<file path="src/verilog/ptc_defines.svh">
// Constants for the PCI target pass-through channel.
// Assumes inclusion by the channel top file only.
`ifndef PTC_DEFINES_SVH
`define PTC_DEFINES_SVH
`define PTC_A_BASE 6'h00
`define PTC_A_MASK 6'h10
`define PTC_A_CTRL 6'h20
`define PTC_A_STAT 6'h24
`define PTC_REG_SEL 3:2
`define PTC_CMD_IO 3'h1
`define PTC_CMD_MEM 3'h3
`define PTC_IDX_ADDR 5'h0a
`define PTC_IDX_DATA 5'h0b
`define PTC_STEP 32'h0000_0004
`define PTC_NEAR_END 32'h0000_0020
`define PTC_FIRST_WAIT 5'h10
`define PTC_NEXT_WAIT 5'h08
`define PTC_STRAP_WAIT 3'h6
`define PTC_SYNC_RST 43'h3c1_0000_0000
`endif

</file>
<file path="src/verilog/ptc_pkg.sv">
// Types shared by the pass-through channel.
// Assumes nothing beyond the constants header.
package ptc_pkg;
	typedef enum logic [2:0] {PTC_IDLE, PTC_FLUSH, PTC_WR, PTC_RD, PTC_STOP, PTC_TURN} ptc_state_t;
	typedef struct packed {
		logic        frame_n;
		logic        irdy_n;
		logic [3:0]  cbe_n;
		logic [31:0] ad;
	} ptc_pci_in_t;
	typedef struct packed {
		logic        devsel_n;
		logic        trdy_n;
		logic        stop_n;
		logic        ctl_oe_n;
		logic        ad_oe_n;
		logic [31:0] ad;
	} ptc_pci_out_t;
	typedef struct packed {
		logic       attention_n;
		logic       burst_n;
		logic       direction;
		logic [1:0] region;
		logic [3:0] byte_valid_n;
		logic       strobe_n;
	} ptc_status_t;
	typedef struct packed {
		logic        lclk;
		logic        strap;
		logic        cs_n;
		logic        fetch_n;
		logic        store_n;
		logic [4:0]  idx;
		logic        done_n;
		logic [31:0] data;
	} ptc_addon_in_t;
	typedef struct packed {
		logic [3:0]  be_n;
		logic [31:0] data;
	} ptc_wentry_t;
endpackage

</file>
<file path="src/verilog/ptc_channel.sv">
// PCI target pass-through channel with write and read FIFOs.
// Assumes PCI runs on i_clock; add-on pins are slow and asynchronous.
//
// The implementer's own choices: the register offsets and register access over Avalon-MM.
`include "ptc_defines.svh"

// ----------------------------------------
// Flip-flop FIFO, depth a power of two
// ----------------------------------------
module ptc_fifo #(
	parameter int W = 32,
	parameter int D = 8
) (
	input  wire logic                   i_clock,
	input  wire logic                   i_rst_n,
	input  wire logic                   i_ce,
	input  wire logic                   i_push,
	input  wire logic                   i_pop,
	input  wire logic                   i_flush,
	input  wire logic [W-1:0]           i_data,
	output logic      [W-1:0]           o_data,
	output logic      [$clog2(D+1)-1:0] o_count
);
	localparam int AW = $clog2(D);
	localparam int CW = $clog2(D+1);
	localparam logic [CW-1:0] FULL = CW'(D);
	logic [W-1:0]  mem [D];
	logic [AW-1:0] rp;
	logic [AW-1:0] wp;
	logic          do_push;
	logic          do_pop;
	assign do_push = i_push && (o_count != FULL);
	assign do_pop  = i_pop && (o_count != '0);
	assign o_data  = mem[rp];
	always_ff @(posedge i_clock or negedge i_rst_n) begin
		if (!i_rst_n) begin
			rp      <= '0;
			wp      <= '0;
			o_count <= '0;
		end else if (i_ce) begin
			if (i_flush) begin
				rp      <= '0;
				wp      <= '0;
				o_count <= '0;
			end else begin
				if (do_push)
					wp <= wp + 1'b1;
				if (do_pop)
					rp <= rp + 1'b1;
				if (do_push && !do_pop)
					o_count <= o_count + 1'b1;
				else if (do_pop && !do_push)
					o_count <= o_count - 1'b1;
			end
		end
	end
	always_ff @(posedge i_clock) begin
		if (i_ce && do_push && !i_flush)
			mem[wp] <= i_data;
	end
endmodule

// ----------------------------------------
// Channel top
// ----------------------------------------
module ptc_channel #(
	parameter int DEPTH = 8
) (
	// Clock, reset, enable
	input  wire logic                     i_clock,
	input  wire logic                     i_rst_n,
	input  wire logic                     i_clk_en,
	// Avalon-MM register slave
	input  wire logic [5:0]               i_avs_address,
	input  wire logic                     i_avs_read,
	input  wire logic                     i_avs_write,
	input  wire logic [31:0]              i_avs_writedata,
	output logic      [31:0]              o_avs_readdata,
	output logic                          o_avs_waitrequest,
	// PCI target
	input  wire ptc_pkg::ptc_pci_in_t     i_pci,
	output ptc_pkg::ptc_pci_out_t         o_pci,
	// Add-on bus
	input  wire logic                     i_local_clock,
	input  wire logic                     i_operating_mode_strap,
	input  wire logic                     i_chip_select_n,
	input  wire logic                     i_fetch_n,
	input  wire logic                     i_store_n,
	input  wire logic [4:0]               i_reg_index,
	input  wire logic                     i_transfer_done_n,
	input  wire logic [31:0]              i_addon_data,
	input  wire logic                     i_address_out_enable_n,
	output ptc_pkg::ptc_status_t          o_status,
	output logic      [31:0]              o_addon_data,
	output logic                          o_addon_data_oe_n
);
	import ptc_pkg::*;
	localparam int CW = $clog2(DEPTH+1);
	localparam logic [CW-1:0] FULL = CW'(DEPTH);
	localparam int SW = $bits(ptc_addon_in_t);
	localparam logic [SW-1:0] SRST = `PTC_SYNC_RST;

	ptc_state_t    st;
	ptc_addon_in_t ai;
	ptc_addon_in_t ai_q;
	ptc_wentry_t   wf_head;
	logic [SW-1:0] raw;
	logic [SW-1:0] s1;
	logic [SW-1:0] s2;
	logic [SW-1:0] s3;
	logic [SW-1:0] filt;
	logic [31:0]   base [4];
	logic [31:0]   mask [4];
	logic [11:0]   ctrl;
	logic [31:0]   chan_addr;
	logic [31:0]   dq_out;
	logic [31:0]   rd_mux;
	logic [31:0]   rf_head;
	logic [31:0]   cur_mask;
	logic [31:0]   next_addr;
	logic [3:0]    hit;
	logic [3:0]    rd_be;
	logic [3:0]    fetch_left;
	logic [3:0]    tgt;
	logic [4:0]    wait_cnt;
	logic [1:0]    region;
	logic [1:0]    hit_num;
	logic [1:0]    pf_code;
	logic [2:0]    strap_cnt;
	logic [CW-1:0] wf_count;
	logic [CW-1:0] rf_count;
	logic          frame_q;
	logic          lc_prev;
	logic          passive;
	logic          first;
	logic          dq_oe_n;
	logic          lc_rise;
	logic          accept;
	logic          go_flush;
	logic          rd_done;
	logic          wr_done;
	logic          near_end;
	logic          need_fetch;
	logic          ad_fetch;
	logic          ad_addr;
	logic          ad_store;
	logic          act_go;
	logic          act_wr;
	logic          act_rd;
	logic          push_r;
	logic          pop_w;
	logic          inc;
	logic          busy;

	// ----------------------------------------
	// Add-on input synchronisers
	// ----------------------------------------
	assign raw = {i_local_clock, i_operating_mode_strap, i_chip_select_n, i_fetch_n, i_store_n,
		i_reg_index, i_transfer_done_n, i_addon_data};
	generate
		for (genvar b = 0; b < SW; b++) begin : g_sync
			always_ff @(posedge i_clock or negedge i_rst_n) begin
				if (!i_rst_n) begin
					s1[b]   <= SRST[b];
					s2[b]   <= SRST[b];
					s3[b]   <= SRST[b];
					filt[b] <= SRST[b];
				end else if (i_clk_en) begin
					s1[b] <= raw[b];
					s2[b] <= s1[b];
					s3[b] <= s2[b];
					if (s2[b] == s3[b])
						filt[b] <= s3[b];
				end
			end
		end
	endgenerate
	assign ai = filt;

	always_ff @(posedge i_clock or negedge i_rst_n) begin
		if (!i_rst_n) begin
			lc_prev   <= 1'b0;
			ai_q      <= SRST;
			strap_cnt <= '0;
			passive   <= 1'b1;
		end else if (i_clk_en) begin
			lc_prev <= ai.lclk;
			// Pin levels as they stood just before a local edge
			ai_q    <= ai;
			if (strap_cnt != `PTC_STRAP_WAIT) begin
				strap_cnt <= strap_cnt + 1'b1;
				passive   <= ai.strap;
			end
		end
	end

	// ----------------------------------------
	// Region decode and add-on events
	// ----------------------------------------
	generate
		for (genvar r = 0; r < 4; r++) begin : g_hit
			assign hit[r] = ctrl[8+r] && ((i_pci.ad & ~mask[r]) == base[r]);
		end
	endgenerate
	always_comb begin
		hit_num = 2'h0;
		for (int r = 3; r >= 0; r--)
			if (hit[r])
				hit_num = 2'(r);
	end
	assign cur_mask = mask[region];
	assign pf_code  = ctrl[2*region +: 2];
	assign next_addr = chan_addr + `PTC_STEP;
	assign near_end = (cur_mask - (chan_addr & cur_mask)) < `PTC_NEAR_END;
	always_comb begin
		case (pf_code)
			2'h1: tgt = 4'h2;
			2'h2: tgt = 4'h4;
			2'h3: tgt = 4'h8;
			default: tgt = 4'h1;
		endcase
	end
	assign lc_rise  = ai.lclk && !lc_prev;
	assign ad_fetch = lc_rise && passive && !ai_q.cs_n && !ai_q.fetch_n && ai_q.idx == `PTC_IDX_DATA;
	assign ad_addr  = lc_rise && passive && !ai_q.cs_n && !ai_q.fetch_n && ai_q.idx == `PTC_IDX_ADDR;
	assign ad_store = lc_rise && passive && !ai_q.cs_n && !ai_q.store_n && ai_q.idx == `PTC_IDX_DATA;
	assign act_go   = lc_rise && !passive && ai_q.done_n;
	assign act_wr   = act_go && wf_count != '0;
	assign act_rd   = act_go && wf_count == '0 && need_fetch;
	assign push_r   = (ad_store || act_rd) && rf_count != FULL;
	assign pop_w    = (ad_fetch || act_wr) && wf_count != '0;
	assign need_fetch = fetch_left != '0 && rf_count != FULL;
	assign busy     = !o_status.strobe_n || !ai.store_n;
	assign accept   = st == PTC_IDLE && !i_pci.frame_n && frame_q && hit != '0 &&
		(i_pci.cbe_n[3:1] == `PTC_CMD_IO || i_pci.cbe_n[3:1] == `PTC_CMD_MEM);
	assign go_flush = accept && !i_pci.cbe_n[0] && wf_count == '0 &&
		!((fetch_left != '0 || rf_count != '0) && i_pci.ad == chan_addr);
	assign rd_done  = st == PTC_RD && !o_pci.trdy_n && !i_pci.irdy_n;
	assign wr_done  = st == PTC_WR && !o_pci.trdy_n && !i_pci.irdy_n;
	assign inc = rd_done && ((pf_code != 2'h0 && !near_end) || !i_pci.frame_n) && fetch_left < tgt;

	// ----------------------------------------
	// FIFOs
	// ----------------------------------------
	ptc_fifo #(.W($bits(ptc_wentry_t)), .D(DEPTH)) u_wfifo (
		.i_clock (i_clock),
		.i_rst_n (i_rst_n),
		.i_ce    (i_clk_en),
		.i_push  (wr_done),
		.i_pop   (pop_w),
		.i_flush (1'b0),
		.i_data  ({i_pci.cbe_n, i_pci.ad}),
		.o_data  (wf_head),
		.o_count (wf_count)
	);
	ptc_fifo #(.W(32), .D(DEPTH)) u_rfifo (
		.i_clock (i_clock),
		.i_rst_n (i_rst_n),
		.i_ce    (i_clk_en),
		.i_push  (push_r),
		.i_pop   (rd_done),
		.i_flush (st == PTC_FLUSH || (accept && i_pci.cbe_n[0])),
		.i_data  (ai_q.data),
		.o_data  (rf_head),
		.o_count (rf_count)
	);

	always_ff @(posedge i_clock or negedge i_rst_n) begin
		if (!i_rst_n)
			fetch_left <= '0;
		else if (i_clk_en) begin
			if (st == PTC_FLUSH)
				fetch_left <= (pf_code == 2'h0 || near_end) ? 4'h1 : tgt;
			else if ((accept && i_pci.cbe_n[0]) || (lc_rise && passive && !ai_q.done_n))
				fetch_left <= '0;
			else
				fetch_left <= fetch_left + {3'h0, inc} - {3'h0, push_r};
		end
	end

	// ----------------------------------------
	// PCI target state machine
	// ----------------------------------------
	always_ff @(posedge i_clock or negedge i_rst_n) begin
		if (!i_rst_n) begin
			st        <= PTC_IDLE;
			o_pci     <= '1;
			frame_q   <= 1'b1;
			chan_addr <= '0;
			region    <= '0;
			rd_be     <= '0;
			first     <= 1'b0;
			wait_cnt  <= '0;
		end else if (i_clk_en) begin
			frame_q <= i_pci.frame_n;
			case (st)
				PTC_IDLE: begin
					o_pci <= '1;
					if (accept) begin
						o_pci.devsel_n <= 1'b0;
						o_pci.ctl_oe_n <= 1'b0;
						chan_addr      <= i_pci.ad;
						region         <= hit_num;
						first          <= 1'b1;
						wait_cnt       <= '0;
						if (i_pci.cbe_n[0]) begin
							if (wf_count != FULL && (wf_count == '0 || i_pci.ad == chan_addr)) begin
								st           <= PTC_WR;
								o_pci.trdy_n <= 1'b0;
							end else
								st <= PTC_STOP;
						end else if (wf_count != '0)
							st <= PTC_STOP;
						else if (go_flush)
							st <= PTC_FLUSH;
						else
							st <= PTC_RD;
					end
				end
				PTC_FLUSH: begin
					rd_be <= i_pci.cbe_n;
					if (!busy)
						st <= PTC_RD;
				end
				PTC_WR: begin
					if (wr_done) begin
						chan_addr <= next_addr;
						if (i_pci.frame_n) begin
							st           <= PTC_TURN;
							o_pci.trdy_n <= 1'b1;
						end else if (wf_count >= FULL - 1'b1 || (next_addr & ~cur_mask) != base[region]) begin
							st           <= PTC_STOP;
							o_pci.trdy_n <= 1'b1;
						end
					end
				end
				PTC_RD: begin
					o_pci.ad_oe_n <= 1'b0;
					if (rd_done) begin
						chan_addr    <= next_addr;
						first        <= 1'b0;
						wait_cnt     <= '0;
						o_pci.trdy_n <= 1'b1;
						if (i_pci.frame_n)
							st <= PTC_TURN;
						else if ((next_addr & ~cur_mask) != base[region])
							st <= PTC_STOP;
					end else if (o_pci.trdy_n) begin
						if (rf_count != '0) begin
							o_pci.trdy_n <= 1'b0;
							o_pci.ad     <= rf_head;
						end else if (wait_cnt == (first ? `PTC_FIRST_WAIT : `PTC_NEXT_WAIT) - 1'b1)
							st <= PTC_STOP;
						else
							wait_cnt <= wait_cnt + 1'b1;
					end
				end
				PTC_STOP: begin
					o_pci.trdy_n  <= 1'b1;
					o_pci.ad_oe_n <= 1'b1;
					o_pci.stop_n  <= 1'b0;
					if (i_pci.frame_n)
						st <= PTC_TURN;
				end
				default: begin
					o_pci.devsel_n <= 1'b1;
					o_pci.trdy_n   <= 1'b1;
					o_pci.stop_n   <= 1'b1;
					o_pci.ad_oe_n  <= 1'b1;
					st             <= PTC_IDLE;
				end
			endcase
		end
	end

	// ----------------------------------------
	// Add-on status and data
	// ----------------------------------------
	always_ff @(posedge i_clock or negedge i_rst_n) begin
		if (!i_rst_n)
			o_status <= '1;
		else if (i_clk_en) begin
			o_status.attention_n  <= !(wf_count != '0 || need_fetch);
			o_status.direction    <= wf_count != '0;
			o_status.region       <= region;
			o_status.byte_valid_n <= wf_count != '0 ? wf_head.be_n : (first ? rd_be : 4'h0);
			o_status.burst_n <= !(((st == PTC_RD || st == PTC_WR) && !i_pci.frame_n) || fetch_left > 4'h1);
			if (lc_rise)
				o_status.strobe_n <= !(act_wr || act_rd);
		end
	end

	always_ff @(posedge i_clock or negedge i_rst_n) begin
		if (!i_rst_n) begin
			dq_out  <= '0;
			dq_oe_n <= 1'b1;
		end else if (i_clk_en && lc_rise) begin
			dq_oe_n <= !(ad_fetch || ad_addr || act_wr);
			if (ad_fetch || act_wr)
				dq_out <= wf_head.data;
			else if (ad_addr)
				dq_out <= chan_addr;
		end
	end
	assign o_addon_data      = !i_address_out_enable_n ? chan_addr : dq_out;
	assign o_addon_data_oe_n = i_address_out_enable_n && dq_oe_n;

	// ----------------------------------------
	// Register slave
	// ----------------------------------------
	always_comb begin
		rd_mux = '0;
		if (i_avs_address < `PTC_A_MASK)
			rd_mux = base[i_avs_address[`PTC_REG_SEL]];
		else if (i_avs_address < `PTC_A_CTRL)
			rd_mux = mask[i_avs_address[`PTC_REG_SEL]];
		else if (i_avs_address == `PTC_A_CTRL)
			rd_mux = {20'h0, ctrl};
		else if (i_avs_address == `PTC_A_STAT)
			rd_mux = {20'h0, passive, st, 4'(rf_count), 4'(wf_count)};
	end
	always_ff @(posedge i_clock or negedge i_rst_n) begin
		if (!i_rst_n) begin
			o_avs_waitrequest <= 1'b1;
			o_avs_readdata    <= '0;
			base              <= '{default: '0};
			mask              <= '{default: '0};
			ctrl              <= '0;
		end else if (i_clk_en) begin
			if ((i_avs_read || i_avs_write) && o_avs_waitrequest) begin
				o_avs_waitrequest <= 1'b0;
				o_avs_readdata    <= rd_mux;
			end else
				o_avs_waitrequest <= 1'b1;
			if (i_avs_write && !o_avs_waitrequest) begin
				if (i_avs_address < `PTC_A_MASK)
					base[i_avs_address[`PTC_REG_SEL]] <= i_avs_writedata;
				else if (i_avs_address < `PTC_A_CTRL)
					mask[i_avs_address[`PTC_REG_SEL]] <= i_avs_writedata;
				else if (i_avs_address == `PTC_A_CTRL)
					ctrl <= i_avs_writedata[11:0];
			end
		end
	end
endmodule

</file>
<file path="config.mk">
export PLATFORM = sky130hd
export DESIGN_NAME = ptc_channel
export DESIGN_NICKNAME = d
export VERILOG_FILES = /design/src/verilog/ptc_pkg.sv /design/src/verilog/ptc_channel.sv
export VERILOG_INCLUDE_DIRS = /design/src /design/src/verilog
export SDC_FILE = /design/constraint.sdc
export NUM_CORES = 2
export LEC_CHECK = 0
export BUFFER_PORTS_ARGS = -buffer_cell sky130_fd_sc_hd__buf_4
export CAP_MARGIN = 20
export CORE_MARGIN = 1
export CORE_UTILIZATION = 50
export CTS_CLUSTER_SIZE = 16
export DETAILED_ROUTE_END_ITERATION = 10
export GPL_ROUTABILITY_DRIVEN = 0
export GPL_TIMING_DRIVEN = 0
export HOLD_SLACK_MARGIN = 0.03
export PLACE_DENSITY = 0.69
export SETUP_SLACK_MARGIN = 0.02
export SLEW_MARGIN = 25
export SYNTH_ARGS = -nofsm -noshare
export SYNTH_HDL_FRONTEND = slang
export SYNTH_SLANG_ARGS = --single-unit
</file>
<file path="constraint.sdc">
create_clock -name i_clock -period 4.46 [get_ports i_clock]
set_input_delay 1.338 -clock i_clock [delete_from_list [all_inputs] [get_ports i_clock]]
set_output_delay 1.338 -clock i_clock [all_outputs]
set_load 0.03 [all_outputs]
</file>
=== Word level (Yosys, flattened, before mapping) ===
Memories as Yosys holds them, arrays and structs flattened.
Cells that the tools add are included.
W data, S select, Z words.

* Add/sub/neg operators: 15
* $mul: 0
* Divide/modulo/power cells: 0
* Magnitude comparators: 9
* Equality and inequality tests: 80
* Shift-type cells: 1
* Mux-type cells: 96
* Bitwise operators: 19
* Reductions and logical operators: 183

{| class="wikitable"
|+ Operators with widths
! operator !! number
|-
| $mux W32 || 20
|-
| $bmux W32 S2 || 4
|-
| $bwmux W128 || 2
|-
| $and A32 B32 Y32 || 6
|-
| $eq A32 B32 Y1 || 5
|-
| $not A32 Y32 || 5
|-
| $reduce_and A2 Y1 || 58
|-
| $pmux W32 S3 || 1
|-
| $demux W32 S2 || 1
|-
| $pmux W32 S2 || 1
|-
| $mux W3 || 19
|-
| $logic_and A1 B1 Y1 || 55
|-
| $eq A1 B1 Y1 || 43
|-
| $mux W4 || 10
|-
| $add A32 B3 Y32 const B || 1
|-
| $lt A32 B6 Y1 const B || 1
|-
| $ne A32 B32 Y1 || 1
|-
| $sub A32 B32 Y32 || 1
|-
| $mux W5 || 6
|-
| $logic_not A1 Y1 || 24
|-
| $mux W12 || 2
|-
| $logic_or A1 B1 Y1 || 18
|-
| $mux W1 || 16
|-
| $reduce_bool A4 Y1 || 4
|-
| 50 further kinds || 99
|}

* Register bits after elaboration: 671
* Latch bits: 0
* Memory bits (writable): 544
* Memory bits (read-only): 0
* Output and inout bits: 113
* Logic and storage cells: 625
* Memories: 2

{| class="wikitable"
|+ Memory list
! name !! words !! width !! rd ports !! clocked after Yosys merged registers in !! write ports !! RTL line !! source
|-
| u_wfifo.mem || 8 || 36 || 1 || 0 || 1 || ptc_channel.sv:27 || <nowiki>logic [W-1:0] mem [D];</nowiki>
|-
| u_rfifo.mem || 8 || 32 || 1 || 0 || 1 || ptc_channel.sv:27 ||
|}

=== Depth between registers and ports, before layout ===
* Depth after elaboration: 16
* Gate-level depth with buffers: 19
* Depth with buffers taken out: 16

=== By module ===
From an unflattened synthesis, not the netlist that was laid out.

* Cells, all modules: 4187
* Area total of the unflattened synthesis: 56655.6 um^2

{| class="wikitable"
|+ Modules (own cells, without submodules)
! module !! times used !! cells an instance !! area each (um^2)
|-
| ptc_channel || 1 || 3075 || 34692.0
|-
| ptc_fifo (u_wfifo) || 1 || 583 || 11578.6
|-
| ptc_fifo (u_rfifo) || 1 || 529 || 10385.0
|}

=== Least setup slack after synthesis ===
OpenSTA, ideal clock, no wires.

* Path type: input -> register
* From: input i_pci[20] in the netlist's numbering
* To: memory u_rfifo.mem[0][0] (enable)
* Library setup time: 0.468 ns
* Arrival: 5.228 ns
* Data required time: 3.992 ns
* Setup slack: -1.236 ns
* Stages: 8
* Path through: or3b_2 > o2111ai_1 > nor3_1 > nand3_1 > a41oi_4 > a21oi_2 > and4b_1 > nor3b_1

* Cells in the longest elaborated chain, start to end: 12

{| class="wikitable"
|+ RTL lines
! item !! RTL line !! source
|-
| start: declaration || ptc_channel.sv:81 || <nowiki>input wire ptc_pkg::ptc_pci_in_t i_pci,</nowiki>
|-
| $and A32 B32 Y32 || ptc_channel.sv:202 || <nowiki>assign hit[r] = ctrl[8+r] && ((i_pci.ad & ~mask[r]) == base[r]);</nowiki>
|-
| $eq A32 B32 Y1 || ptc_channel.sv:202 ||
|-
| $logic_and A1 B1 Y1 || ptc_channel.sv:202 ||
|-
| $reduce_bool A4 Y1 (*) || ptc_channel.sv:234 || <nowiki>assign accept = st == PTC_IDLE && !i_pci.frame_n && frame_q && hit != '0 &&</nowiki>
|-
| $logic_and A1 B1 Y1 (*) (2 in series) || ptc_channel.sv:234 ||
|-
| $logic_and A1 B1 Y1 (*) || ptc_channel.sv:262 || <nowiki>.i_flush (st == PTC_FLUSH || (accept && i_pci.cbe_n[0])),</nowiki>
|-
| $logic_or A1 B1 Y1 (*) || ptc_channel.sv:262 ||
|-
| $logic_not A1 Y1 (*) || ptc_channel.sv:58 || <nowiki>if (i_ce && do_push && !i_flush)</nowiki>
|-
| $logic_and A1 B1 Y1 (*) || ptc_channel.sv:58 ||
|-
| $mux W1 (*) || ptc_channel.sv:58 ||
|-
| $mux W1 (implied by the code) (*) || ptc_channel.sv:59 || <nowiki>mem[wp] <= i_data;</nowiki>
|-
| end: declaration || ptc_channel.sv:27 ||
|}

Every way passes the cells marked *; elsewhere a longest branch is shown, timed or not.

=== Final worst setup path ===
* From: input i_pci[2] in the netlist's numbering
* To: memory u_rfifo.mem[14][1] (netlist: u_rfifo.mem[7][1]) (enable)

The elaborated chain is that of the path after synthesis.

==> flow_metrics.env <==
export IMPL_regToRegEndpoint="fetch_left[2]$_DFFE_PN0P_"
export IMPL_dpl_hpwl_um=120000
export IMPL_clk_pin_slew_ps=60
export IMPL_criticalPathCategory="in -> reg"
export IMPL_seq_area_frac_synth=0.596
export IMPL_cp_slowest_cell="or4b_4"
export IMPL_hold_path_class="in -> async"
export IMPL_cts_tree="yes"
export IMPL_wire_per_inst_um=28.4
export IMPL_final_common_cell="dfrtp_1"
export IMPL_arrival_ps=5030
export IMPL_fin_crit_sh=1.02
export IMPL_clk_path_buf_depth=3
export IMPL_synth_cells=3965
export IMPL_fin_crit_ps=4550
export IMPL_cts_max_level=3
export IMPL_mostFrequentLayoutCells="dfrtp_1, edfxtp_1, mux2_2"
export IMPL_cts_buffers_inserted=121
export IMPL_critPathBufInv=2
export IMPL_setup_viol=37
export IMPL_drt_iter0_markers=4299
export IMPL_crit_chain="buf_4, nor2b_1, xnor2_1, nand4_1, or4b_1, or4b_4, a41oi_4, a21oi_2, and4_1, and3_2, buf_16"
export IMPL_ir_drop_mv=0.428
export IMPL_num_nets_final=4517
export IMPL_worstSetupStartpointType="input pin"
export IMPL_hold_ws_ps=448
export IMPL_yosys_warnings=0
export IMPL_ys_types=79
export IMPL_synth_area_per_cell_um2=14.1
export IMPL_antenna_found_initial=10
export IMPL_wirelength_um=170000
export IMPL_num_rows=122
export IMPL_drc=0
export IMPL_required_ps=4940
export IMPL_grt_util_all_layers=0.302
export IMPL_critPathMaxFanout=19
export IMPL_worst_slack_ps=-87.0
export IMPL_ant_nets=0
export IMPL_initial_utilization=0.504
export IMPL_cts_hold_buf=0
export IMPL_synth_edff_count=544
export IMPL_path_delay_family="simple AND/OR/NAND/NOR gates"
export IMPL_cts_root_buf="clkbuf_16"
export IMPL_grt_pass1_wl_um=247000
export IMPL_ff2ff_path_depth=18
export IMPL_clock_sinks=1215
export IMPL_drv_slew=0
export IMPL_synth_area_um2=55700
export IMPL_violations="setup timing"
export IMPL_skew_ps=77.3
export IMPL_synth_ff_type="dfrtp_1"
export IMPL_ys_seq_elements=1215
export IMPL_relSlewSlack=0.206
export IMPL_grt_pass1_vias=36700
export IMPL_io_pins=238
export IMPL_cp_end_kind="flop"
export IMPL_r2r_slack_ps=90
export IMPL_areaGrowthSynthToFinish_pct=16.1
export IMPL_via_count=37300
export IMPL_dr_pass1_iters=6
export IMPL_fmax_mhz=220
export IMPL_rr_startpoint="region[1]$_DFFE_PN0P_"
export IMPL_grt_ovfl_total=0
export IMPL_outcome="complete, but fails checks"
export IMPL_synth_nets=4116
export IMPL_synthArstFlopShare=0.552
export IMPL_tns_ps=-2070
export IMPL_p_leak_nw=24.5
export IMPL_die_w_um=336
export IMPL_rsz0062_at_grt="yes"
export IMPL_worstMarginPinSlew_ps=1190
export IMPL_hold_violations=0
export IMPL_die_h_um=336
export IMPL_cap_viol_max_count=0
export IMPL_powerDensity_nw_per_um2=530
export IMPL_grt_max_degree=94
export IMPL_core_area_um2=111000
export IMPL_viasPerCell=6.24
export IMPL_worstSkewPairLatency_ps=760
export IMPL_die_area_um2=113000
export IMPL_numPortBuffers=232
export IMPL_layout_drive_gt1_share=0.296
export IMPL_slowest_delay_ps=540
[layer usage]
metal / global-route usage / up-vias / share of wire
met5: 0 / - / 0.00014
li1: - / 15700 / -
met4: 0.148 / 4 / 0.056
met2: 0.474 / 1889 / 0.46
met3: 0.0646 / 514 / 0.090
met1: 0.403 / 19200 / 0.39
[synth_stat cells (5+ instances only)]
cell / instances / area, um2
edfxtp_1: 544 / 16300
or4_1: 9 / 67.6
nor4_1: 38 / 238
nor3_1: 35 / 175
nand2_1: 276 / 1040
dfstp_2: 75 / 1970
o31ai_1: 7 / 52.6
xnor2_1: 148 / 1300
nand3b_1: 5 / 37.5
or3_1: 10 / 62.6
buf_1: 46 / 173
ha_1: 23 / 288
and2_1: 7 / 43.8
a2bb2oi_1: 8 / 70.1
nor2_1: 155 / 582
nor3b_1: 7 / 52.6
xor2_1: 47 / 412
mux2i_1: 75 / 751
dfrtp_1: 596 / 14900
nor2b_1: 135 / 845
a21o_1: 16 / 120
nand4_1: 61 / 382
mux2_2: 430 / 4840
nand2b_1: 24 / 150
o22ai_1: 17 / 106
o211ai_1: 8 / 60.1
a21oi_1: 144 / 721
o21a_1: 9 / 67.6
mux4_2: 265 / 5970
a31oi_1: 49 / 307
a221oi_1: 14 / 123
and4_1: 9 / 78.8
buf_2: 27 / 135
nand3_1: 57 / 285
clkbuf_1: 157 / 589
and3_1: 7 / 43.8
o21ai_1: 5 / 25.0
inv_1: 83 / 312
o21ai_0: 267 / 1340
[state kept, by name, summed over array words and instances (netlist names), 32 cells and up]
name	flops
u_wfifo.mem	288
o_avs_readdata	32
ai_q	41
base	128
s3	43
s2	43
dq_out	32
ai	43
chan_addr	32
u_rfifo.mem	256
mask	128
o_pci	37
s1	43
[worst max-delay path by stage]
stage                   start                        endpoint  cells past startpoint
detailed placement  i_pci[26]    u_rfifo.mem[4][20]$_DFFE_PP_                     11
CTS                  i_pci[3]    u_rfifo.mem[4][22]$_DFFE_PP_                     11
floorplan           i_pci[31]     u_rfifo.mem[6][0]$_DFFE_PP_                      9
finish               i_pci[2]     u_rfifo.mem[7][1]$_DFFE_PP_                     11
global placement      i_rst_n  o_avs_readdata[23]$_DFFE_PN0P_                      1
global route         i_pci[4]     u_rfifo.mem[7][1]$_DFFE_PP_                     11
[area by class of cell]
type | instances | area, um2
Clock buffer | 165 | 3430
Inverter | 85 | 319
Clock inverter | 67 | 815
Multi-Input combinational cell | 2432 | 21400
Timing Repair Buffer | 278 | 2570
Buffer | 233 | 1050
Antenna cell | 6 | 15.0
Sequential cell | 1215 | 33200
Fill cell | 8785 | 45800
Tap cell | 1488 | 1860
[what timing repair did]
item / 4_1_cts / 5_1_grt
setup endpoints to repair: 212 / 84
setup buffers: 1 / 9
pin swaps: 1 / 2
gates resized for setup: 20 / 23
[stage by stage]
| stage | power, mW | setup slack (ps) | instance area (um2) | cells | utilization |
|---|---|---|---|---|---|
| after floorplan | 20.1 | 50.0 | 55700 | 3965 | - |
| after global placement | 23.2 | -5820 | 59300 | 5685 | 0.537 |
| after detailed placement | 23.5 | -1100 | 60200 | 5721 | 0.545 |
| after CTS | 34.2 | -14.7 | 64500 | 5954 | 0.584 |
| after global routing | 35.5 | -83.1 | 64700 | 5964 | 0.585 |
| final | 34.3 | -87.0 | 64700 | 5969 | 0.585 |
[cell families (layout without fill, tap and decap cells)]
group | after synthesis | count (layout) | synth area share
other | 0 | 6 | 0
xor gates and xnor gates | 195 | 195 | 0.0307
adders and majority gates | 26 | 26 | 0.00624
buffers and inverters | 318 | 828 | 0.0223
AOI/OAI and AO/OA | 585 | 585 | 0.0604
and+or+nand+nor | 855 | 855 | 0.0764
DFF | 1215 | 1215 | 0.596
muxes | 771 | 771 | 0.208
[report_power, final]
group          switching [mW]  internal [mW]
Clock                    4.56           6.18
Combinational            5.08           3.41
Sequential               1.51           13.5
Total                    11.2           23.1
Power figures use the tool's default switching activity.
